==> src/aom_pkg.sv <==
// constants, types and checksum helper for the add-only memory block
// ---------------------------------------------------------------------------
// What this block does
// - data byte staged in one-byte register first
// - 8-bit checksum over command, address, data
// - long programming pulse commits staged byte
// - small variant: four pages of 32 bytes
// - small variant: eight status bytes, separate area
// - protected page rejects every later programming
// - bits never return erased, no erase
// - status writes use same staged sequence
// - reads stream out with checksum appended
// - mid variant: 64 pages, 88 status bytes
// - large variant: 256 pages, 352 status bytes
// - larger variants: read reporting page redirection
// - protected page locks data and redirection byte
// ---------------------------------------------------------------------------
package aom_pkg;

  // ---------------------------------------------------------------------------
  // array geometry per variant
  // ---------------------------------------------------------------------------
  localparam int AOM_PAGE_BYTES   = 32;
  localparam int AOM_PAGES_SMALL  = 4;
  localparam int AOM_STATUS_SMALL = 8;
  localparam int AOM_PAGES_MID    = 64;
  localparam int AOM_STATUS_MID   = 88;
  localparam int AOM_PAGES_LARGE  = 256;
  localparam int AOM_STATUS_LARGE = 352;
  localparam int AOM_WP_BASE      = 0;
  localparam logic [7:0] AOM_ERASED = 8'hff;

  // ---------------------------------------------------------------------------
  // link commands
  // ---------------------------------------------------------------------------
  localparam logic [7:0] AOM_CMD_READ_MEM   = 8'hf0;
  localparam logic [7:0] AOM_CMD_READ_STAT  = 8'haa;
  localparam logic [7:0] AOM_CMD_READ_RDR   = 8'ha5;
  localparam logic [7:0] AOM_CMD_WRITE_MEM  = 8'h0f;
  localparam logic [7:0] AOM_CMD_WRITE_STAT = 8'h55;

  // ---------------------------------------------------------------------------
  // timing
  // ---------------------------------------------------------------------------
  localparam int AOM_CLK_PERIOD_NS = 50;
  localparam int AOM_PROG_TIME_MS  = 1;
  localparam int AOM_PROG_CYCLES   =
    (AOM_PROG_TIME_MS * 1000000 + AOM_CLK_PERIOD_NS - 1) / AOM_CLK_PERIOD_NS;

  // ---------------------------------------------------------------------------
  // buffering
  // ---------------------------------------------------------------------------
  localparam int AOM_FIFO_DEPTH = 16;
  localparam int AOM_BYTE_W     = 8;

  // ---------------------------------------------------------------------------
  // register map and fields
  // ---------------------------------------------------------------------------
  localparam logic [7:0] AOM_REG_CTRL   = 8'h00;
  localparam logic [7:0] AOM_REG_STATUS = 8'h04;
  localparam logic [7:0] AOM_REG_STAGE  = 8'h08;
  localparam logic [7:0] AOM_REG_CRC    = 8'h0c;
  localparam logic [7:0] AOM_REG_ADDR   = 8'h10;
  localparam int AOM_CTRL_ENABLE_BIT  = 0;
  localparam logic AOM_CTRL_ENABLE_RST = 1'b1;
  localparam int AOM_STAT_BUSY_BIT    = 4;
  localparam int AOM_STAT_WAIT_BIT    = 5;
  localparam logic [7:0] AOM_CRC_SEED = 8'h00;
  localparam logic [7:0] AOM_CRC_POLY = 8'h8c;

  typedef struct packed {
    logic bad_addr;
    logic bad_cmd;
    logic rejected;
    logic committed;
  } aom_sticky_type;

  typedef enum logic [3:0] {
    AOM_IDLE,
    AOM_ADDR_LO,
    AOM_ADDR_HI,
    AOM_DATA,
    AOM_CRC_OUT,
    AOM_WAIT_PULSE,
    AOM_LAST_OUT,
    AOM_READ
  } aom_state_type;

  // one byte into the reflected 8-bit checksum, low bit first
  function automatic logic [7:0] aom_crc8(input logic [7:0] crc, input logic [7:0] d);
    logic [7:0] c;
    logic       fb;
    c = crc;
    for (int i = 0; i < 8; i++) begin
      fb = c[0] ^ d[i];
      c  = {1'b0, c[7:1]};
      if (fb) begin
        c = c ^ AOM_CRC_POLY;
      end
    end
    return c;
  endfunction

endpackage

==> src/aom_core.sv <==
// add-only memory: staged, checked, pulse-committed writes and checked reads
//
// The register offsets and the strobed register port were left to the implementer.
`timescale 1ns/10ps
module aom_core
  import aom_pkg::*;
#(
  parameter int PAGES        = AOM_PAGES_SMALL,
  parameter int STATUS_BYTES = AOM_STATUS_SMALL,
  parameter int PROG_CYCLES  = AOM_PROG_CYCLES,
  parameter int FIFO_DEPTH   = AOM_FIFO_DEPTH
) (
  // clock and reset
  input  wire logic        i_clk,
  input  wire logic        i_reset_n,
  // register port
  input  wire logic [7:0]  i_reg_addr,
  input  wire logic [31:0] i_reg_wdata,
  input  wire logic        i_reg_write,
  input  wire logic        i_reg_read,
  output logic [31:0]      o_reg_rdata,
  // link bytes from the master
  input  wire logic        i_rx_valid,
  input  wire logic [7:0]  i_rx_data,
  output logic             o_rx_ready,
  // link bytes to the master
  output logic             o_tx_valid,
  output logic [7:0]       o_tx_data,
  input  wire logic        i_tx_ready,
  // programming pulse pin
  input  wire logic        i_prog_pin
);
  localparam int DATA_BYTES = PAGES * AOM_PAGE_BYTES;
  localparam int WP_BYTES   = (PAGES + 7) / 8;
  localparam int RDR_BASE   = AOM_WP_BASE + WP_BYTES;
  localparam int PCW        = $clog2(PROG_CYCLES + 1);

  // ---------------------------------------------------------------------------
  // storage
  // ---------------------------------------------------------------------------
  logic [7:0] data_mem [DATA_BYTES];
  logic [7:0] stat_mem [STATUS_BYTES];

  initial begin
    for (int i = 0; i < DATA_BYTES; i++) begin
      data_mem[i] = AOM_ERASED;
    end
    for (int i = 0; i < STATUS_BYTES; i++) begin
      stat_mem[i] = AOM_ERASED;
    end
  end

  // ---------------------------------------------------------------------------
  // state
  // ---------------------------------------------------------------------------
  aom_state_type  state, next_state;
  aom_sticky_type sticky, next_sticky, sticky_set;
  logic [7:0]     cmd, next_cmd;
  logic [15:0]    addr, next_addr;
  logic [7:0]     stage, next_stage;
  logic [7:0]     crc, next_crc;
  logic [7:0]     last_crc, next_last_crc;
  logic           tx_valid, next_tx_valid;
  logic [7:0]     tx_data, next_tx_data;
  logic           rdr_first, next_rdr_first;
  logic           rd_last, next_rd_last;
  logic [PCW-1:0] pcnt, next_pcnt;
  logic           ctrl_enable, next_ctrl_enable;
  logic [31:0]    rdata, next_rdata;
  logic           prog_s1, prog_s2, prog_s3;
  logic           prog_level, next_prog_level;

  logic           fifo_valid;
  logic [7:0]     fifo_data;
  logic           fifo_take;
  logic           tx_take;
  logic           is_status;
  logic           is_write;
  logic           in_range;
  logic           prot;
  logic           region_end;
  logic [7:0]     cur_byte;
  logic [7:0]     rdr_byte;
  logic           mem_we;
  logic           stat_we;
  logic [7:0]     prog_byte;
  int             a_idx;
  int             pg;

  aom_fifo #(
    .WIDTH (AOM_BYTE_W),
    .DEPTH (FIFO_DEPTH)
  ) u_rx_fifo (
    .i_clk       (i_clk),
    .i_reset_n   (i_reset_n),
    .i_in_valid  (i_rx_valid),
    .i_in_data   (i_rx_data),
    .o_in_ready  (o_rx_ready),
    .o_out_valid (fifo_valid),
    .o_out_data  (fifo_data),
    .i_out_ready (fifo_take)
  );

  // ---------------------------------------------------------------------------
  // target decode and protection
  // ---------------------------------------------------------------------------
  always_comb begin
    a_idx      = int'(addr);
    is_status  = (cmd == AOM_CMD_WRITE_STAT) || (cmd == AOM_CMD_READ_STAT);
    is_write   = (cmd == AOM_CMD_WRITE_MEM) || (cmd == AOM_CMD_WRITE_STAT);
    in_range   = is_status ? (a_idx < STATUS_BYTES) : (a_idx < DATA_BYTES);
    cur_byte   = is_status ? stat_mem[a_idx % STATUS_BYTES] : data_mem[a_idx % DATA_BYTES];
    region_end = (addr[4:0] == 5'h1f) || (is_status && (a_idx == STATUS_BYTES - 1));
    pg         = -1;
    if (!is_status) begin
      pg = (a_idx % DATA_BYTES) / AOM_PAGE_BYTES;
    end else if ((a_idx >= RDR_BASE) && (a_idx < RDR_BASE + PAGES)) begin
      pg = a_idx - RDR_BASE;
    end
    // protected when the page's bit has been programmed low
    prot = 1'b0;
    if (pg >= 0) begin
      prot = !stat_mem[AOM_WP_BASE + pg / 8][pg % 8];
    end
    rdr_byte  = stat_mem[(RDR_BASE + (a_idx % DATA_BYTES) / AOM_PAGE_BYTES) % STATUS_BYTES];
    prog_byte = cur_byte & stage;
  end

  // ---------------------------------------------------------------------------
  // command engine
  // ---------------------------------------------------------------------------
  always_comb begin
    next_state     = state;
    next_cmd       = cmd;
    next_addr      = addr;
    next_stage     = stage;
    next_crc       = crc;
    next_last_crc  = last_crc;
    next_tx_valid  = tx_valid;
    next_tx_data   = tx_data;
    next_rdr_first = rdr_first;
    next_rd_last   = rd_last;
    next_pcnt      = pcnt;
    sticky_set     = '0;
    fifo_take      = 1'b0;
    mem_we         = 1'b0;
    stat_we        = 1'b0;
    tx_take        = tx_valid && i_tx_ready;
    case (state)
      AOM_IDLE: begin
        if (fifo_valid) begin
          fifo_take    = 1'b1;
          next_cmd     = fifo_data;
          next_crc     = aom_crc8(AOM_CRC_SEED, fifo_data);
          next_rd_last = 1'b0;
          next_rdr_first = (fifo_data == AOM_CMD_READ_RDR);
          if (!ctrl_enable) begin
            next_state = AOM_IDLE;
          end else if ((fifo_data == AOM_CMD_READ_MEM) || (fifo_data == AOM_CMD_READ_STAT)
                    || (fifo_data == AOM_CMD_WRITE_MEM) || (fifo_data == AOM_CMD_WRITE_STAT)
                    || ((fifo_data == AOM_CMD_READ_RDR) && (PAGES > AOM_PAGES_SMALL))) begin
            next_state = AOM_ADDR_LO;
          end else begin
            sticky_set.bad_cmd = 1'b1;
          end
        end
      end
      AOM_ADDR_LO: begin
        if (fifo_valid) begin
          fifo_take       = 1'b1;
          next_addr[7:0]  = fifo_data;
          next_crc        = aom_crc8(crc, fifo_data);
          next_state      = AOM_ADDR_HI;
        end
      end
      AOM_ADDR_HI: begin
        if (fifo_valid) begin
          fifo_take       = 1'b1;
          next_addr[15:8] = fifo_data;
          next_crc        = aom_crc8(crc, fifo_data);
          next_state      = is_write ? AOM_DATA : AOM_READ;
        end
      end
      AOM_DATA: begin
        if (!in_range) begin
          sticky_set.bad_addr = 1'b1;
          next_state          = AOM_IDLE;
        end else if (fifo_valid) begin
          fifo_take     = 1'b1;
          next_stage    = fifo_data;
          next_crc      = aom_crc8(crc, fifo_data);
          next_last_crc = aom_crc8(crc, fifo_data);
          next_tx_data  = aom_crc8(crc, fifo_data);
          next_tx_valid = 1'b1;
          next_state    = AOM_CRC_OUT;
        end
      end
      AOM_CRC_OUT: begin
        if (tx_take) begin
          next_tx_valid = 1'b0;
          next_pcnt     = '0;
          next_state    = AOM_WAIT_PULSE;
        end
      end
      AOM_WAIT_PULSE: begin
        if (prog_level) begin
          next_pcnt = PCW'(pcnt + 1'b1);
          if (int'(pcnt) == PROG_CYCLES - 1) begin
            next_tx_valid = 1'b1;
            next_state    = AOM_LAST_OUT;
            if (prot) begin
              sticky_set.rejected = 1'b1;
              next_tx_data        = cur_byte;
            end else begin
              sticky_set.committed = 1'b1;
              mem_we               = !is_status;
              stat_we              = is_status;
              next_tx_data         = prog_byte;
            end
          end
        end else begin
          next_pcnt = '0;
          // new traffic without a pulse drops the staged write
          if (fifo_valid && (pcnt == '0)) begin
            next_state = AOM_IDLE;
          end
        end
      end
      AOM_LAST_OUT: begin
        if (tx_take) begin
          next_tx_valid = 1'b0;
          next_state    = AOM_IDLE;
        end
      end
      AOM_READ: begin
        if (!in_range) begin
          sticky_set.bad_addr = 1'b1;
          next_state          = AOM_IDLE;
        end else if (!tx_valid || tx_take) begin
          next_tx_valid = 1'b1;
          if (rd_last) begin
            next_tx_data  = crc;
            next_last_crc = crc;
            next_state    = AOM_LAST_OUT;
          end else if (rdr_first) begin
            next_tx_data   = rdr_byte;
            next_crc       = aom_crc8(crc, rdr_byte);
            next_rdr_first = 1'b0;
          end else begin
            next_tx_data = cur_byte;
            next_crc     = aom_crc8(crc, cur_byte);
            next_rd_last = region_end;
            next_addr    = region_end ? addr : 16'(addr + 1'b1);
          end
        end
      end
      default: begin
        next_state = AOM_IDLE;
      end
    endcase
  end

  // ---------------------------------------------------------------------------
  // register port and pulse pin filter
  // ---------------------------------------------------------------------------
  always_comb begin
    next_ctrl_enable = ctrl_enable;
    next_sticky      = sticky | sticky_set;
    next_rdata       = '0;
    next_prog_level  = (prog_s2 == prog_s3) ? prog_s3 : prog_level;
    if (i_reg_write) begin
      if (i_reg_addr == AOM_REG_CTRL) begin
        next_ctrl_enable = i_reg_wdata[AOM_CTRL_ENABLE_BIT];
      end else if (i_reg_addr == AOM_REG_STATUS) begin
        // write one to clear, a same-cycle event wins
        next_sticky = (sticky & ~aom_sticky_type'(i_reg_wdata[3:0])) | sticky_set;
      end
    end
    if (i_reg_read) begin
      if (i_reg_addr == AOM_REG_CTRL) begin
        next_rdata[AOM_CTRL_ENABLE_BIT] = ctrl_enable;
      end else if (i_reg_addr == AOM_REG_STATUS) begin
        next_rdata[3:0]               = sticky;
        next_rdata[AOM_STAT_BUSY_BIT] = (state != AOM_IDLE);
        next_rdata[AOM_STAT_WAIT_BIT] = (state == AOM_WAIT_PULSE);
      end else if (i_reg_addr == AOM_REG_STAGE) begin
        next_rdata[7:0] = stage;
      end else if (i_reg_addr == AOM_REG_CRC) begin
        next_rdata[7:0] = last_crc;
      end else if (i_reg_addr == AOM_REG_ADDR) begin
        next_rdata[15:0] = addr;
      end
    end
  end

  always_ff @(posedge i_clk) begin
    if (!i_reset_n) begin
      state       <= AOM_IDLE;
      sticky      <= '0;
      cmd         <= '0;
      addr        <= '0;
      stage       <= AOM_ERASED;
      crc         <= AOM_CRC_SEED;
      last_crc    <= AOM_CRC_SEED;
      tx_valid    <= 1'b0;
      tx_data     <= '0;
      rdr_first   <= 1'b0;
      rd_last     <= 1'b0;
      pcnt        <= '0;
      ctrl_enable <= AOM_CTRL_ENABLE_RST;
      rdata       <= '0;
      prog_s1     <= 1'b0;
      prog_s2     <= 1'b0;
      prog_s3     <= 1'b0;
      prog_level  <= 1'b0;
    end else begin
      state       <= next_state;
      sticky      <= next_sticky;
      cmd         <= next_cmd;
      addr        <= next_addr;
      stage       <= next_stage;
      crc         <= next_crc;
      last_crc    <= next_last_crc;
      tx_valid    <= next_tx_valid;
      tx_data     <= next_tx_data;
      rdr_first   <= next_rdr_first;
      rd_last     <= next_rd_last;
      pcnt        <= next_pcnt;
      ctrl_enable <= next_ctrl_enable;
      rdata       <= next_rdata;
      prog_s1     <= i_prog_pin;
      prog_s2     <= prog_s1;
      prog_s3     <= prog_s2;
      prog_level  <= next_prog_level;
    end
  end

  // nonvolatile array: no reset, programming only clears bits
  always_ff @(posedge i_clk) begin
    if (mem_we) begin
      data_mem[a_idx % DATA_BYTES] <= prog_byte;
    end
    if (stat_we) begin
      stat_mem[a_idx % STATUS_BYTES] <= prog_byte;
    end
  end

  assign o_reg_rdata = rdata;
  assign o_tx_valid  = tx_valid;
  assign o_tx_data   = tx_data;

endmodule

==> src/aom_fifo.sv <==
// byte fifo between the link receiver and the command engine
`timescale 1ns/10ps
module aom_fifo
  import aom_pkg::*;
#(
  parameter int WIDTH = AOM_BYTE_W,
  parameter int DEPTH = AOM_FIFO_DEPTH
) (
  // clock and reset
  input  wire logic             i_clk,
  input  wire logic             i_reset_n,
  // filling side
  input  wire logic             i_in_valid,
  input  wire logic [WIDTH-1:0] i_in_data,
  output logic                  o_in_ready,
  // draining side
  output logic                  o_out_valid,
  output logic [WIDTH-1:0]      o_out_data,
  input  wire logic             i_out_ready
);
  localparam int AW = (DEPTH > 1) ? $clog2(DEPTH) : 1;
  localparam int CW = $clog2(DEPTH + 1);

  logic [WIDTH-1:0] mem [DEPTH];
  logic [AW-1:0]    wr_ptr;
  logic [AW-1:0]    next_wr_ptr;
  logic [AW-1:0]    rd_ptr;
  logic [AW-1:0]    next_rd_ptr;
  logic [CW-1:0]    count;
  logic [CW-1:0]    next_count;
  logic             in_ready;
  logic             next_in_ready;
  logic             push;
  logic             pop;

  always_comb begin
    push        = i_in_valid && in_ready;
    pop         = i_out_ready && (count != '0);
    next_wr_ptr = wr_ptr;
    next_rd_ptr = rd_ptr;
    next_count  = count;
    if (push) begin
      next_wr_ptr = (int'(wr_ptr) == DEPTH - 1) ? '0 : AW'(wr_ptr + 1'b1);
    end
    if (pop) begin
      next_rd_ptr = (int'(rd_ptr) == DEPTH - 1) ? '0 : AW'(rd_ptr + 1'b1);
    end
    if (push && !pop) begin
      next_count = CW'(count + 1'b1);
    end else if (pop && !push) begin
      next_count = CW'(count - 1'b1);
    end
    next_in_ready = (int'(next_count) != DEPTH);
  end

  always_ff @(posedge i_clk) begin
    if (!i_reset_n) begin
      wr_ptr   <= '0;
      rd_ptr   <= '0;
      count    <= '0;
      in_ready <= 1'b0;
    end else begin
      wr_ptr   <= next_wr_ptr;
      rd_ptr   <= next_rd_ptr;
      count    <= next_count;
      in_ready <= next_in_ready;
    end
  end

  always_ff @(posedge i_clk) begin
    if (push) begin
      mem[wr_ptr] <= i_in_data;
    end
  end

  assign o_in_ready  = in_ready;
  assign o_out_valid = (count != '0);
  assign o_out_data  = mem[rd_ptr];

endmodule

==> config.mk <==
export PLATFORM = sky130hd
export DESIGN_NAME = aom_core
export DESIGN_NICKNAME = d
export VERILOG_FILES = /design/src/aom_pkg.sv /design/src/aom_core.sv /design/src/aom_fifo.sv
export SDC_FILE = /design/constraint.sdc
export NUM_CORES = 2
export LEC_CHECK = 0
export ABC_AREA = 1
export BUFFER_PORTS_ARGS = -buffer_cell sky130_fd_sc_hd__buf_4
export CELL_PAD_IN_SITES_DETAIL_PLACEMENT = 2
export CELL_PAD_IN_SITES_GLOBAL_PLACEMENT = 2
export CORE_UTILIZATION = 28
export CTS_BUF_LIST = sky130_fd_sc_hd__clkbuf_8
export CTS_CLUSTER_DIAMETER = 50
export DETAILED_ROUTE_END_ITERATION = 12
export GPL_TIMING_DRIVEN = 0
export HOLD_SLACK_MARGIN = 0.1
export PLACE_DENSITY_LB_ADDON = 0.1
export SLEW_MARGIN = 15
export SYNTH_ARGS = -nofsm -noshare
export SYNTH_HDL_FRONTEND = slang
export SYNTH_SLANG_ARGS = --single-unit
==> constraint.sdc <==
create_clock -name i_clk -period 5.4 [get_ports i_clk]
set_clock_uncertainty 0.1 [all_clocks]
set_input_delay 1.08 -clock i_clk [delete_from_list [all_inputs] [get_ports i_clk]]
set_output_delay 1.08 -clock i_clk [all_outputs]
set_load 0.02 [all_outputs]
# Word-level counts from Yosys, hierarchy flattened
# Memory sizes are Yosys's and may differ from the RTL's. A register that Yosys moved wholly into a read port is not among the register bits.
# Index checks and enable logic that the tools add are counted.
# totals
reg_bits	133
mem_bits_rw	1216
inputBits	55
out_inout_bits	42
n_memories	3
# op_classes
add_sub_neg	9
order_cmp	6
n_eq_ne	48
mux	300
bitwise	97
n_reduce_logical	54
# mem_list
name	depth	word_bits	read_ports	rd_clocked_by_memory_dff	write_ports	line_no	text
data_mem	128	8	1	1	1	aom_core.sv:41	logic [7:0] data_mem [DATA_BYTES];
u_rx_fifo.mem	16	8	1	1	1	aom_fifo.sv:24	logic [WIDTH-1:0] mem [DEPTH];
stat_mem	8	8	3	1	1	aom_core.sv:42	logic [7:0] stat_mem [STATUS_BYTES];
# ops
op	count
$mux 8	200
$not 2->3	43
$mux 16	6
$mux 4	22
$mux 32	2
$pmux 8 s2	3
$mux 1	45
$xor 1x1->1	45
$pmux 8 s5	1
$eq 8x4->1 const B	4
$eq 8x8->1 const B	4
$ge 32x1->1 const B	1
$pmux 4 s8	1
$mux 15	2
$ne 2x2->1 const B	15
$pmux 15 s2	1
$pmux 8 s3	1
$reduce_and 7->1	3
$ne 3x3->1 const B	6
$sub 16x1->17 const B	1
$add 16x1->16 const B	1
$eq 16x4->1 const B	1
$eq 4x3->1 const B	4
$eq 8x7->1 const B	2
56 further kinds	100

# Logic depth before layout (Yosys ltp)
# depth
depth_word	59
mapped_depth	29
ltp_nobuf	25

# Modules after synthesis
# From an unflattened synthesis, not the netlist that was laid out.
# hier_totals
hier_cells	5531
hier_area_um2	59301.9
# modules_own_cells
mod	n_inst	cells_each	area_each_um2	seq_area_each_um2
aom_core	1	5040	53119.7	34853.4
aom_fifo	1	491	6182.2	4204.0

# Worst setup path before layout
# OpenSTA, ideal clock, no wires.
# synth_path
path_type	register to register
start	reg (tool-made name)
end	mem data_mem[0][5] (data pin)
arrival_ns	4.922
setup_slack_ns	-0.454
stages_incl_launch_ff	18
n_path_buf	4
period_less_slack_ns	5.854
cell_sequence	dfxtp_1 buf_4 inv_4 buf_6 buf_2 buf_2 nand2_1 nand3_1 nand2_1 a21oi_1 o31ai_1 nand3_1 nand3_1 nand2_1 nand2_1 nand3_1 nand2_1 nor2_1
# synth_lines
element	line_no
end: declaration	aom_core.sv:41

==> impl_metrics.env <==
export IMPL_outcome="completed"
export IMPL_die_w_um=459.0
export IMPL_drtPass1Iterations=8
export IMPL_cp_end_kind="register"
export IMPL_timing_fmax_mhz=185.8
export IMPL_cts_path_max_buffers=4
export IMPL_maxCapViolations=0
export IMPL_crit_slowest_cell="clkbuf_1"
export IMPL_numClockSinks=1343
export IMPL_dpl_instance_area_um2=66570
export IMPL_rows=167
export IMPL_p_per_area_nw_per_um2=605.9
export IMPL_synthFlopType="edfxtp_1"
export IMPL_ant_nets=0
export IMPL_start_util_pct=28.22
export IMPL_grt_pass1_vias=51150
export IMPL_layout_commonest_cell="nand2_1"
export IMPL_setup_viol=0
export IMPL_grt_pass1_wl_mm=450.7
export IMPL_syn_mean_instance_area_um2=10.60
export IMPL_path_cells="buf_4 -> buf_4 -> buf_4 -> clkbuf_1 -> nand2_1 -> nand3_1 -> nand2_1 -> a21oi_1 -> o31ai_1 -> nand3_1 -> nand3_1 -> nand2_1 -> nand2_1 -> nand3_1 -> nand2_1 -> nor2_4 -> buf_12 -> buf_16 -> buf_12"
export IMPL_synth_edf_count=1216
export IMPL_wire_per_inst_um=36.93
export IMPL_async_flop_share_pct=0
export IMPL_p_leak_uw=0.02712
export IMPL_slowest_delay_ps=950
export IMPL_cp_max_fo=35
export IMPL_ir_drop_uv=513.4
export IMPL_drt_first_iter_violations=5579
export IMPL_worstHoldPathType="input port to register"
export IMPL_arrival_ps=6140
export IMPL_worstPathRequired_ps=6160
export IMPL_cts_htree_levels=5
export IMPL_nFillCells=22090
export IMPL_antenna_found_initial=24
export IMPL_final_util_pct=35.98
export IMPL_clkLatencyLatePin_ps=1110
export IMPL_numCtsBuffers=283
export IMPL_finalMaxSlewViolations=0
export IMPL_grt_usage_pct=31.61
export IMPL_synth_seq_cells=1343
export IMPL_io_buffers=51
export IMPL_period_needed_ps=5382
export IMPL_syn_area_um2=58490
export IMPL_cts_tree="yes"
export IMPL_final_cell_mix="1469 x nand2_1, 1216 x edfxtp_1, 981 x nand3_1, 298 x clkbuf_8, 284 x inv_1"
export IMPL_ys_seq_area_share_pct=66.78
export IMPL_worst_pin_slew_ps=1439
export IMPL_synthCells=5520
export IMPL_nNetsFinal=6240
export IMPL_path_class="register to register"
export IMPL_root_buffer="clkbuf_8"
export IMPL_maxSlewHeadroom_pct=4.060
export IMPL_routed_via_density=5.478
export IMPL_gr_total_overflow=0
export IMPL_wl_mm=337.8
export IMPL_stdcell_area_um2=74590
export IMPL_drive_gt1_share_pct=17.97
export IMPL_ios=97
export IMPL_vias=50100
export IMPL_period_share_pct=99.67
export IMPL_drc=0
export IMPL_synth_warnings=0
export IMPL_core_area_um2=207300
export IMPL_yosysUniqueCellTypes=67
export IMPL_clk_pin_slew_worst_paths_ps=60
export IMPL_dieArea_um2=210700
export IMPL_dieHeight_um=459.0
export IMPL_gp_congestion=0.8802
export IMPL_cp_common_cell="nand2_1"
export IMPL_hpwlAfterDp_mm=230.7
export IMPL_hold_viol=0
export IMPL_grt_max_degree=44
export IMPL_areaGrowthSynthToFinish_pct=27.53
export IMPL_cp_start_kind="register"
## power by group
part	leakage, uW	internal [uW]	switching, uW
clock network	0.00284	5260	5010
logic	0.0123	5060	14800
registers	0.0120	14800	178
total	0.0271	25200	20000
## flip-flops by register name, indices dropped and copies added, names as in the netlist, 3 cells and up, named ones only
| register | count |
|---|---|
| stage | 8 |
| addr | 16 |
| state | 3 |
| cmd | 8 |
| crc | 8 |
| pcnt | 15 |
| u_rx_fifo.wr_ptr | 4 |
| u_rx_fifo.mem | 128 |
| u_rx_fifo.rd_ptr | 4 |
| u_rx_fifo.count | 5 |
| sticky | 4 |
| data_mem | 1024 |
| stat_mem | 64 |
| o_tx_data | 8 |
| last_crc | 8 |
| o_reg_rdata | 16 |
## per-stage QoR
stage | hold slack (ps) | power, uW | setup slack [ps] | TNS, ps | cells
after floorplan | 290.5 | 25010 | 654.9 | 0 | 5535
after global placement | 308.6 | 30360 | -5014 | -7252040 | 8374
after detailed placement | 312.3 | 34580 | -1922 | -1745390 | 8511
after CTS | 152.4 | 44810 | -143.7 | -10790 | 9123
after global routing | 179.9 | 46870 | -13.31 | -38.80 | 9143
final | 207.3 | 45190 | 18.04 | 0 | 9145
## final timing paths
kind,cells past startpoint,from,end,slack [ps]
hold / removal,3,i_reg_read,o_reg_rdata[0],210
setup / recovery,19,register,data_mem[0][5],20
hold reg to reg,2,prog_s1,prog_s2,320
setup reg to reg,19,register,data_mem[0][5],20
## critical path, delay by kind of cell (launching register included)
family          cells  cell delay (ps)
compound gates      2              320
buf+inv             7             2490
flops               1              310
simple gates       10             1820
## layout make-up
cell class / instances / area (um2) / share of cell area (%)
sequential: 1343 / 39060 / 52.37
multi-input combinational: 3635 / 18160 / 24.35
timing repair buffer: 342 / 6197 / 8.309
clock buffer: 298 / 4101 / 5.499
tap: 2788 / 3488 / 4.677
buffer: 338 / 1887 / 2.530
clock inverter: 176 / 840.8 / 1.127
inverter: 218 / 832.0 / 1.116
antenna: 7 / 17.52 / 0.02349
## cells by family (layout without fill, tap and decap cells)
group / count (synthesis) / in the layout / synth area share (%)
other cells: 1 / 23 / 0.006412
xor+xnor: 62 / 62 / 1.102
simple gates: 2968 / 2968 / 21.75
fa+ha+maj: 24 / 24 / 0.5134
compound gates: 565 / 565 / 5.487
buf+inv: 557 / 1372 / 4.362
flops: 1343 / 1343 / 66.78
## synthesized netlist by cell type (all sizes together), types with 2 or more instances
cell | number | share of area (%)
xor2 | 47 | 0.82
xnor2 | 15 | 0.28
a31oi | 18 | 0.19
a311oi | 3 | 0.045
ha | 24 | 0.51
nand3 | 989 | 8.5
clkbuf | 77 | 0.49
edfxtp | 1216 | 62
nor3 | 23 | 0.21
o221ai | 17 | 0.25
o22ai | 6 | 0.064
o21bai | 2 | 0.026
a32o | 5 | 0.086
inv | 213 | 1.4
nor4 | 16 | 0.18
a32oi | 3 | 0.045
o21ai | 266 | 2.3
nand4 | 17 | 0.31
buf | 262 | 2.5
o211ai | 31 | 0.40
nand2 | 1484 | 9.6
o2bb2ai | 2 | 0.030
nor2 | 431 | 2.8
clkinv | 5 | 0.032
a2111o | 2 | 0.039
a221oi | 11 | 0.16
or2 | 4 | 0.043
a211oi | 8 | 0.10
o31ai | 16 | 0.21
a21oi | 166 | 1.4
dfxtp | 127 | 4.3
## timing repair
| action | in CTS | in global routing |
|---|---|---|
| hold endpoints to repair | 1 | 0 |
| pin swaps | 93 | 12 |
| cloned | 0 | 3 |
| buffers inserted | 138 | 13 |
| endpoints found under the setup margin | 1280 | 1317 |
| hold buffers | 1 | 0 |
| resized for setup | 72 | 31 |
## metal layers
layer	routed length (um)	vias to the layer above	track usage (%)
met5	26	-	0
li1	-	20640	-
met4	21870	4	17.87
met3	26970	830	6.740
met1	136400	26210	40.46
met2	152500	2413	49.46
No activity file was read; power rests on OpenSTA's default activity.
